`src/gtf_pkg.sv`:
```
// package for the gain, thermal and fault register group
// assumes an 8-bit register port already decoded from the two-wire control link
package gtf_pkg;

  // register offsets on the control port
  localparam logic [7:0] ADDR_GAIN_HI = 8'h39;
  localparam logic [7:0] ADDR_GAIN_MID = 8'h3a;
  localparam logic [7:0] ADDR_GAIN_LO = 8'h3b;
  localparam logic [7:0] ADDR_THERM = 8'h3c;
  localparam logic [7:0] ADDR_LIVE = 8'h4e;
  localparam logic [7:0] ADDR_STICKY = 8'h4f;
  localparam logic [7:0] ADDR_CLR = 8'h50;

  // reset values; 0x080000 is unity gain in 5.19 format
  localparam logic [7:0] RST_GAIN_HI = 8'h08;
  localparam logic [7:0] RST_GAIN_MID = 8'h00;
  localparam logic [7:0] RST_GAIN_LO = 8'h00;
  localparam logic [7:0] RST_THERM = 8'h00;
  localparam logic [7:0] RST_STICKY = 8'hff;
  localparam logic [7:0] RD_ZERO = 8'h00;

  // thermal control field positions
  localparam int THERM_EN_BIT = 7;
  localparam int THERM_LEVEL_LSB = 5;
  localparam int THERM_RATE_LSB = 3;

  // fault bit positions, shared by live, sticky and clear registers
  localparam int FLT_OVERCURRENT = 7;
  localparam int FLT_OVERTEMP = 6;
  localparam int FLT_UNDERVOLTAGE = 5;
  localparam int FLT_BOOT_UNDER = 4;
  localparam int FLT_BOOT_OVER = 3;
  localparam int FLT_CLOCK_DETECT = 2;
  localparam int FLT_OVERVOLTAGE = 1;
  localparam int FLT_GATE_REG_UNDER = 0;

  // audio path format
  localparam int AUDIO_W = 24;
  localparam int GAIN_FRAC_BITS = 19;

  // thermal thresholds in degrees Celsius
  localparam logic [7:0] ATTACK_BASE_C = 8'h6e;
  localparam logic [7:0] ATTACK_STEP_C = 8'h0a;
  localparam logic [7:0] RELEASE_HYST_C = 8'h0a;

  // slew timing: attenuation moves in 1/16 dB steps
  localparam longint CLK_HZ = 64'd10000000;
  localparam longint STEP_PER_DB = 64'd16;
  localparam longint RATE0_MDB_S = 64'd1000;
  localparam longint RATE1_MDB_S = 64'd500;
  localparam longint RATE2_MDB_S = 64'd330;
  localparam longint RATE3_MDB_S = 64'd250;

  // cycles per 1/16 dB step at a rate given in milli-dB per second
  function automatic int step_cycles(input longint rate_mdb);
    step_cycles = int'((CLK_HZ * 64'd1000) / (STEP_PER_DB * rate_mdb));
  endfunction : step_cycles

  localparam int STEP_CYC_0 = step_cycles(RATE0_MDB_S);
  localparam int STEP_CYC_1 = step_cycles(RATE1_MDB_S);
  localparam int STEP_CYC_2 = step_cycles(RATE2_MDB_S);
  localparam int STEP_CYC_3 = step_cycles(RATE3_MDB_S);

  // thermal slew state
  typedef enum logic [1:0] {
    GTF_HOLD = 2'b00,
    GTF_ATTACK = 2'b01,
    GTF_RELEASE = 2'b10
  } gtf_therm_t;

endpackage : gtf_pkg

```
`src/gtf_if.sv`:
```
// carrier between the register bank and the thermal slew controller
// assumes both ends run on the same clock
`timescale 1ns/1ns
`default_nettype none
interface gtf_if
  import gtf_pkg::*;
#(
  parameter int ATTEN_W = 8
);
  logic enable;
  logic [1:0] level;
  logic [1:0] rate;
  logic [7:0] temp;
  logic [ATTEN_W-1:0] atten;
  gtf_therm_t mode;

  modport ctrl (output enable, output level, output rate, output temp,
                input atten, input mode);
  modport therm (input enable, input level, input rate, input temp,
                 output atten, output mode);
endinterface : gtf_if
`default_nettype wire

```
`src/gtf_thermal.sv`:
```
// thermal slew controller: moves the gain attenuation with junction temperature
// assumes temperature in whole degrees Celsius, synchronous to i_clk
`timescale 1ns/1ns
`default_nettype none
module gtf_thermal
  import gtf_pkg::*;
#(
  parameter int ATTEN_W = 8,
  parameter int CNT_W = 22,
  parameter int STEP_0 = STEP_CYC_0,
  parameter int STEP_1 = STEP_CYC_1,
  parameter int STEP_2 = STEP_CYC_2,
  parameter int STEP_3 = STEP_CYC_3
) (
  input wire logic i_clk,
  input wire logic i_rstn,
  gtf_if.therm ifc
);

  // refuse step periods the counter cannot hold
  if (STEP_0 < 1 || STEP_1 < 1 || STEP_2 < 1 || STEP_3 < 1 ||
      longint'(STEP_0) >= (64'd1 << CNT_W) || longint'(STEP_1) >= (64'd1 << CNT_W) ||
      longint'(STEP_2) >= (64'd1 << CNT_W) || longint'(STEP_3) >= (64'd1 << CNT_W)) begin : g_chk
    $error("gtf_thermal: step period does not fit the counter");
  end

  typedef struct packed {
    gtf_therm_t st;
    logic [CNT_W-1:0] cnt;
    logic [ATTEN_W-1:0] atten;
  } gtf_therm_state_t;

  gtf_therm_state_t s_reg;
  gtf_therm_state_t s_next;
  logic [7:0] attack_c;
  logic [7:0] release_c;
  logic [CNT_W-1:0] last_cnt;
  gtf_therm_t want;

  // attack level from the code, release fixed 10 degrees below it
  always_comb begin
    attack_c = ATTACK_BASE_C + 8'(ATTACK_STEP_C * ifc.level);
    release_c = attack_c - RELEASE_HYST_C;
    case (ifc.rate)
      2'b00: last_cnt = CNT_W'(STEP_0 - 1);
      2'b01: last_cnt = CNT_W'(STEP_1 - 1);
      2'b10: last_cnt = CNT_W'(STEP_2 - 1);
      default: last_cnt = CNT_W'(STEP_3 - 1);
    endcase
    // band decision: above attack, below release, or hold in between
    if (ifc.temp > attack_c) begin
      want = GTF_ATTACK;
    end else if (ifc.temp < release_c) begin
      want = GTF_RELEASE;
    end else begin
      want = GTF_HOLD;
    end
  end

  // step timer restarts on every band change so a step never comes early
  always_comb begin
    s_next = s_reg;
    if (!ifc.enable) begin
      s_next.st = GTF_HOLD;
      s_next.cnt = '0;
      s_next.atten = '0;
    end else if (want != s_reg.st) begin
      s_next.st = want;
      s_next.cnt = '0;
    end else begin
      case (s_reg.st)
        GTF_ATTACK, GTF_RELEASE: begin
          if (s_reg.cnt == last_cnt) begin
            s_next.cnt = '0;
            if (s_reg.st == GTF_ATTACK && s_reg.atten != '1) begin
              s_next.atten = s_reg.atten + 1'b1;
            end else if (s_reg.st == GTF_RELEASE && s_reg.atten != '0) begin
              s_next.atten = s_reg.atten - 1'b1;
            end
          end else begin
            s_next.cnt = s_reg.cnt + 1'b1;
          end
        end
        default: begin
          s_next.cnt = '0;
        end
      endcase
    end
  end

  always_ff @(posedge i_clk or negedge i_rstn) begin
    if (!i_rstn) begin
      s_reg <= '{st: GTF_HOLD, cnt: '0, atten: '0};
    end else begin
      s_reg <= s_next;
    end
  end

  assign ifc.atten = s_reg.atten;
  assign ifc.mode = s_reg.st;

  AST_THERM_DISABLE: assert property (@(posedge i_clk) disable iff (!i_rstn)
    !ifc.enable |=> (s_reg.atten == '0 && s_reg.st == GTF_HOLD))
    else $error("attenuation not cleared while disabled");
  AST_THERM_HOLD: assert property (@(posedge i_clk) disable iff (!i_rstn)
    (ifc.enable && s_reg.st == GTF_HOLD) |=> $stable(s_reg.atten))
    else $error("attenuation moved in the hold band");
  AST_THERM_ATTACK: assert property (@(posedge i_clk) disable iff (!i_rstn)
    (ifc.enable && s_reg.st == GTF_ATTACK) |=> !(s_reg.atten < $past(s_reg.atten)))
    else $error("gain raised while above attack level");
  AST_THERM_BAND: assert property (@(posedge i_clk) disable iff (!i_rstn)
    (ifc.enable && ifc.temp == release_c && s_reg.st == GTF_RELEASE) |=> s_reg.st == GTF_HOLD)
    else $error("release level is not 10 degrees below attack");

endmodule : gtf_thermal
`default_nettype wire

```
`src/gtf_regs.sv`:
```
// gain, thermal control and fault status register bank of the amplifier
// assumes the two-wire control link delivers decoded byte reads and writes
// on i_reg_*, all inputs synchronous to i_clk
// Summary of operation
// - output audio is multiplied by the signed 24-bit gain from three bytes
// - gain is 5.19 fixed point, so 0x080000 means unity
// - gain bytes reset to 0x08, 0x00, 0x00, which is 0 dB
// - thermal control bit 7 turns the temperature gain control on
// - bits 6:5 pick attack level 110, 120, 130 or 140 degrees
// - bits 4:3 pick slew 1, 0.5, 0.33 or 0.25 dB per second
// - release level sits fixed 10 degrees below the attack level
// - above attack o_thermal_atten rises, between holds, below release it falls; the audio path does not apply it
// - live status shows each fault active low, 1 meaning normal
// - bit order overcurrent, overtemp, undervolt, boot under, boot over, clock, overvolt, gate
// - sticky register goes low on any fault and stays low until cleared
// - writing 1 to a clear bit restores that sticky bit unless its fault is still live, 0 leaves it
`timescale 1ns/1ns
`default_nettype none
module gtf_regs
  import gtf_pkg::*;
#(
  parameter int ATTEN_W = 8,
  parameter int CNT_W = 22,
  parameter int STEP_0 = STEP_CYC_0,
  parameter int STEP_1 = STEP_CYC_1,
  parameter int STEP_2 = STEP_CYC_2,
  parameter int STEP_3 = STEP_CYC_3
) (
  input wire logic i_clk,
  input wire logic i_rstn,
  input wire logic [7:0] i_reg_addr,
  input wire logic i_reg_wr,
  input wire logic [7:0] i_reg_wdata,
  input wire logic i_reg_rd,
  output logic [7:0] o_reg_rdata,
  input wire logic [7:0] i_fault_ok,
  input wire logic [7:0] i_junction_temp,
  input wire logic i_audio_valid,
  input wire logic [AUDIO_W-1:0] i_audio_sample,
  output logic o_audio_valid,
  output logic [AUDIO_W-1:0] o_audio_sample,
  output logic [AUDIO_W-1:0] o_out_gain,
  output logic [ATTEN_W-1:0] o_thermal_atten,
  output logic [1:0] o_thermal_mode
);

  if (ATTEN_W < 1 || ATTEN_W > 16) begin : g_chk
    $error("gtf_regs: attenuation width out of range");
  end

  typedef struct packed {
    logic [7:0] gain_hi;
    logic [7:0] gain_mid;
    logic [7:0] gain_lo;
    logic [7:0] therm;
    logic [7:0] sticky;
    logic [7:0] rdata;
    logic aud_valid;
    logic [AUDIO_W-1:0] aud_out;
  } gtf_regs_state_t;

  gtf_regs_state_t s_reg;
  gtf_regs_state_t s_next;
  logic [AUDIO_W-1:0] gain;
  logic signed [2*AUDIO_W-1:0] product;
  logic signed [2*AUDIO_W-1:0] scaled;
  logic [7:0] clr_pulse;

  // clamp a wide signed value into the audio word instead of wrapping
  function automatic logic [AUDIO_W-1:0] sat_audio(input logic signed [2*AUDIO_W-1:0] v);
    logic signed [2*AUDIO_W-1:0] hi;
    logic signed [2*AUDIO_W-1:0] lo;
    hi = (2*AUDIO_W)'({1'b0, {(AUDIO_W-1){1'b1}}});
    lo = -hi - 1;
    if (v > hi) begin
      sat_audio = {1'b0, {(AUDIO_W-1){1'b1}}};
    end else if (v < lo) begin
      sat_audio = {1'b1, {(AUDIO_W-1){1'b0}}};
    end else begin
      sat_audio = v[AUDIO_W-1:0];
    end
  endfunction : sat_audio

  gtf_if #(.ATTEN_W(ATTEN_W)) therm_if ();

  gtf_thermal #(
    .ATTEN_W(ATTEN_W),
    .CNT_W(CNT_W),
    .STEP_0(STEP_0),
    .STEP_1(STEP_1),
    .STEP_2(STEP_2),
    .STEP_3(STEP_3)
  ) u_thermal (
    .i_clk(i_clk),
    .i_rstn(i_rstn),
    .ifc(therm_if.therm)
  );

  // thermal control fields steer the slew controller directly
  assign therm_if.enable = s_reg.therm[THERM_EN_BIT];
  assign therm_if.level = s_reg.therm[THERM_LEVEL_LSB +: 2];
  assign therm_if.rate = s_reg.therm[THERM_RATE_LSB +: 2];
  assign therm_if.temp = i_junction_temp;

  // gain word assembled from the three bytes, top byte carries the sign
  assign gain = {s_reg.gain_hi, s_reg.gain_mid, s_reg.gain_lo};
  assign product = $signed(i_audio_sample) * $signed(gain);
  assign scaled = product >>> GAIN_FRAC_BITS;

  // clear requests exist only in the write cycle, nothing is stored
  assign clr_pulse = (i_reg_wr && i_reg_addr == ADDR_CLR) ? i_reg_wdata : 8'h00;

  always_comb begin
    s_next = s_reg;
    // register writes; read-only and unmapped offsets ignore writes
    if (i_reg_wr) begin
      case (i_reg_addr)
        ADDR_GAIN_HI: s_next.gain_hi = i_reg_wdata;
        ADDR_GAIN_MID: s_next.gain_mid = i_reg_wdata;
        ADDR_GAIN_LO: s_next.gain_lo = i_reg_wdata;
        ADDR_THERM: s_next.therm = i_reg_wdata;
        default: s_next.therm = s_reg.therm;
      endcase
    end
    // a clear first restores the bit, then a live fault pulls it low again,
    // so a fault coincident with its clear is never lost
    s_next.sticky = (s_reg.sticky | clr_pulse) & i_fault_ok;
    // read data is captured on the read strobe and held until the next read
    if (i_reg_rd) begin
      case (i_reg_addr)
        ADDR_GAIN_HI: s_next.rdata = s_reg.gain_hi;
        ADDR_GAIN_MID: s_next.rdata = s_reg.gain_mid;
        ADDR_GAIN_LO: s_next.rdata = s_reg.gain_lo;
        ADDR_THERM: s_next.rdata = s_reg.therm;
        ADDR_LIVE: s_next.rdata = i_fault_ok;
        ADDR_STICKY: s_next.rdata = s_reg.sticky;
        ADDR_CLR: s_next.rdata = RD_ZERO;
        default: s_next.rdata = RD_ZERO;
      endcase
    end
    // one-cycle audio pipeline; the product is held between samples
    s_next.aud_valid = i_audio_valid;
    if (i_audio_valid) begin
      s_next.aud_out = sat_audio(scaled);
    end
  end

  always_ff @(posedge i_clk or negedge i_rstn) begin
    if (!i_rstn) begin
      s_reg <= '{gain_hi: RST_GAIN_HI, gain_mid: RST_GAIN_MID, gain_lo: RST_GAIN_LO,
                 therm: RST_THERM, sticky: RST_STICKY, rdata: RD_ZERO,
                 aud_valid: 1'b0, aud_out: '0};
    end else begin
      s_reg <= s_next;
    end
  end

  assign o_reg_rdata = s_reg.rdata;
  assign o_audio_valid = s_reg.aud_valid;
  assign o_audio_sample = s_reg.aud_out;
  assign o_out_gain = gain;
  assign o_thermal_atten = therm_if.atten;
  assign o_thermal_mode = therm_if.mode;

  AST_STICKY_SET: assert property (@(posedge i_clk) disable iff (!i_rstn)
    1'b1 |=> ((~$past(i_fault_ok) & s_reg.sticky) == 8'h00))
    else $error("live fault did not latch in the sticky register");
  AST_STICKY_KEEP: assert property (@(posedge i_clk) disable iff (!i_rstn)
    !(i_reg_wr && i_reg_addr == ADDR_CLR) |=> ((s_reg.sticky & ~$past(s_reg.sticky)) == 8'h00))
    else $error("sticky bit restored without a clear");
  AST_STICKY_CLEAR: assert property (@(posedge i_clk) disable iff (!i_rstn)
    (i_reg_wr && i_reg_addr == ADDR_CLR) |=>
      ((s_reg.sticky & $past(i_reg_wdata & i_fault_ok)) == $past(i_reg_wdata & i_fault_ok)))
    else $error("clear did not restore the sticky bit");
  AST_CLEAR_READS_ZERO: assert property (@(posedge i_clk) disable iff (!i_rstn)
    (i_reg_rd && i_reg_addr == ADDR_CLR) |=> o_reg_rdata == 8'h00)
    else $error("clear register read back nonzero");
  AST_LIVE_READ: assert property (@(posedge i_clk) disable iff (!i_rstn)
    (i_reg_rd && i_reg_addr == ADDR_LIVE) |=> o_reg_rdata == $past(i_fault_ok))
    else $error("live status read does not match the fault inputs");
  AST_GAIN_WRITE: assert property (@(posedge i_clk) disable iff (!i_rstn)
    (i_reg_wr && i_reg_addr == ADDR_GAIN_HI) |=> o_out_gain[23:16] == $past(i_reg_wdata))
    else $error("gain top byte not written");
  AST_AUDIO_UNITY: assert property (@(posedge i_clk) disable iff (!i_rstn)
    (i_audio_valid && gain == 24'h080000) |=> o_audio_valid && o_audio_sample == $past(i_audio_sample))
    else $error("unity gain altered the audio sample");
  AST_AUDIO_HALF: assert property (@(posedge i_clk) disable iff (!i_rstn)
    (i_audio_valid && gain == 24'h040000 && i_audio_sample == 24'h000400) |=> o_audio_sample == 24'h000200)
    else $error("half gain did not halve the sample");

endmodule : gtf_regs
`default_nettype wire

```
`config.mk`:
```
export PLATFORM = sky130hd
export DESIGN_NAME = gtf_regs
export DESIGN_NICKNAME = d
export VERILOG_FILES = /design/src/gtf_pkg.sv /design/src/gtf_if.sv /design/src/gtf_thermal.sv /design/src/gtf_regs.sv
export SDC_FILE = /design/constraint.sdc
export NUM_CORES = 2
export LEC_CHECK = 0
export CAP_MARGIN = 40
export CORE_MARGIN = 8
export CORE_UTILIZATION = 65
export CTS_CLUSTER_DIAMETER = 50
export DETAILED_ROUTE_END_ITERATION = 7
export DONT_BUFFER_PORTS = 1
export GPL_ROUTABILITY_DRIVEN = 0
export GPL_TIMING_DRIVEN = 0
export PLACE_DENSITY_LB_ADDON = 0.1
export SETUP_SLACK_MARGIN = 0.2
export SLEW_MARGIN = 20
export SYNTH_ARGS = -nofsm -noshare
export SYNTH_HDL_FRONTEND = slang
export SYNTH_SLANG_ARGS = --single-unit
export TNS_END_PERCENT = 20
```
`constraint.sdc`:
```
create_clock -name i_clk -period 8.5 [get_ports i_clk]
set_clock_uncertainty 0.15 [all_clocks]
set_input_delay 2.125 -clock i_clk [delete_from_list [all_inputs] [get_ports i_clk]]
set_output_delay 2.125 -clock i_clk [all_outputs]
set_load 0.02 [all_outputs]
```
==> results.json <==
{
  "tritoncts": "done",
  "crit_arrival_ns": 9.08,
  "rsz0062_at_grt": "true",
  "clkLatencyLatePin_ns": 0.40,
  "grt_pass1_vias": 22215,
  "min_path_cells": 1,
  "drv_slew": 0,
  "dr.pass1.iters": 7,
  "setup_violations": 23,
  "drc": 0,
  "top_layer": "met5",
  "grt_antenna_before_repair": 4,
  "grt_max_degree": 106,
  "min_path_type": "register to register",
  "viasPerCell": 5.893,
  "power.static_leakage_uw": 0.01472,
  "fmax_mhz": 112.2,
  "grt_usage": 0.3425,
  "worst_pin_slew_ns": 0.8537,
  "layout_setup_ws_ns": -0.4154,
  "yosys.area.top_type_share": 0.4469,
  "num-fill-cells": 3141,
  "seq_area_frac_synth": 0.09704,
  "crit_top_cell": "fa_1",
  "clock_path_buffers": 2,
  "dp.cells": 3413,
  "final_util": 0.7137,
  "clkSlewWorstSetupHoldPaths_ns": 0.09,
  "io_pins": 128,
  "finalNonFillerCells": 3483,
  "diodes": 0,
  "post_drt_wl_per_cell_um": 22.73,
  "cp.required_ns": 8.67,
  "fin_tns_setup_ns": -8.593,
  "hold_viol": 0,
  "cts_root_buf": "clkbuf_16",
  "drtAntennaViolNets": 0,
  "rows": 75,
  "numClockSinks": 105,
  "grt_pass1_wl_mm": 124.7,
  "holdWs_ns": 0.3661,
  "start_kind": "input pin",
  "crit_type": "input pin to register",
  "ys_types": 87,
  "ys_ff_latch": 105,
  "dr_wl_met3_mm": 7.770,
  "worst_setup_path_end_kind": "register",
  "synth_top_area_cell": "fa_1",
  "critPathTopFamily": "adder cells",
  "vdd_drop_max_mv": 0.2150,
  "synth_fp_nets": 3701,
  "max-slew-margin-rel": 0.4262,
  "initialDrtViolationCount": 2022,
  "ys_async_sr_fraction": 1.000,
  "synth_flop_cell": "dfrtp_1",
  "h-tree-depth": 3,
  "ys_top_cells_by_area": "fa_1, dfrtp_1, inv_1",
  "drt-met1-wl_mm": 28.40,
  "worstRegToRegCells": 26,
  "core_um2": 41670,
  "dr_wl_met2_mm": 37.40,
  "fin_crit_ns": 8.915,
  "crit_path_top_delay_cell": "fa_2",
  "drive_above_1_share": 0.1365,
  "cp.depth": 26,
  "cts_buffers": 9,
  "syn_avg_cell_area_um2": 9.471,
  "nNetsFinal": 3769,
  "initial_core_util": 0.6526,
  "fin_crit_sh": 1.049,
  "path_max_fanout": 10,
  "routed_wl_mm": 79.18,
  "overflow": 0,
  "synth_edf_count": 0,
  "syn-cell-area_um2": 27190,
  "violations": "negative setup slack",
  "die_h_um": 220.5,
  "status": "complete, but fails checks",
  "drv_cap": 0,
  "power_density_nw_per_um2": 153.2,
  "synth_common_cells": "inv_1, fa_1, nand2_1",
  "syn2layout_area_growth_pct": 9.359,
  "portBuffers": 0,
  "dpl.hpwl_mm": 65.17,
  "vias": 20524,
  "dieArea_um2": 48640,
  "crit_buf_inv": 8,
  "slowest_delay_ns": 0.62,
  "postSynthCellCount": 2871,
  "yosysMostFrequentCell": "inv_1",
  "die_w_um": 220.5,
  "ys_warn_count": 0
}
[cells by family after synthesis]
logic type | Yosys count | share of synthesized area
buffers and inverters | 835 | 0.1258
muxes | 33 | 0.01362
and+or+nand+nor | 822 | 0.1512
AOI/OAI and AO/OA | 237 | 0.06838
adders and majority gates | 769 | 0.5214
DFF | 105 | 0.09704
xor gates and xnor gates | 70 | 0.02255
[per-stage QoR]
step,area (µm²),total power [µW],setup WS (ns)
4_1_cts,29420,4431,-0.2858
6_report,29740,4557,-0.4154
3_5_place_dp,28070,3555,-1.689
2_1_floorplan,27360,2816,-0.1958
3_3_place_gp,28030,3477,-1.604
5_1_grt,29740,4893,-0.4940
[cells in the final DEF, fill, tap and decap left out, types with 12 or more instances in the layout]
master and instances:
a21oi_1 53, a22oi_1 24, and2_1 255, buf_4 116
buf_6 12, clkbuf_1 68, clkbuf_16 16, clkbuf_4 14
clkbuf_8 15, dfrtp_1 96, fa_1 586, fa_2 21
ha_1 144, ha_4 15, inv_1 617, inv_2 17
mux2_2 32, nand2_1 333, nand3_1 16, nand4_1 27
nor2_1 91, nor2b_1 14, nor3_1 13, o21ai_0 19
o221ai_2 19, xnor2_1 44, xor2_1 26
[power by group]
| group | leakage (µW) | switching (µW) | total (µW) | internal (µW) |
|---|---|---|---|---|
| clock | 0.000159 | 253 | 471 | 218 |
| sequential | 0.00135 | 55.7 | 631 | 575 |
| combinational | 0.0132 | 1940 | 3450 | 1520 |
| total | 0.0147 | 2250 | 4560 | 2310 |
[repair_timing]
action | 4_1_cts | 5_1_grt
gates resized for setup | 192 | 76
hold buffers | 0 | 0
gates cloned | 3 | 0
setup buffers | 37 | 9
pin swaps | 66 | 70
setup endpoints to repair | 24 | 24
[metal layers]
metal  vias up  track usage
li1       8712            -
met1     10516       0.4284
met2       994       0.5408
met3       296      0.08529
met4         6       0.1994
met5         -            0
[worst paths after layout]
check / to / slack (ns) / startpoint
max: o_audio_sample[4]$_DFFE_PN0P_ / -0.42 / i_audio_sample[8]
min: s_reg[42]$_DFFE_PN0P_ / 0.37 / s_reg[42]$_DFFE_PN0P_
max reg2reg: o_audio_sample[4]$_DFFE_PN0P_ / -0.11 / o_out_gain[3]$_DFFE_PN0P_
min reg2reg: s_reg[42]$_DFFE_PN0P_ / 0.37 / s_reg[42]$_DFFE_PN0P_
max in group asynchronous: s_reg[34]$_DFF_PN1_ / 6.63 / i_rstn
min in group asynchronous: o_audio_sample[19]$_DFFE_PN0P_ / 1.26 / i_rstn
[final cells by class]
type,count,area (µm²),area share
clock buffers,9,225.2,0.007574
inverters,639,2412,0.08112
plain buffers,196,1479,0.04973
well taps,539,674.4,0.02268
clock inverters,7,97.59,0.003282
multi-input cells,1931,21710,0.7300
flip-flops and latches,105,2639,0.08874
repair buffers,57,503.0,0.01691
Power figures use the tool's default switching activity.
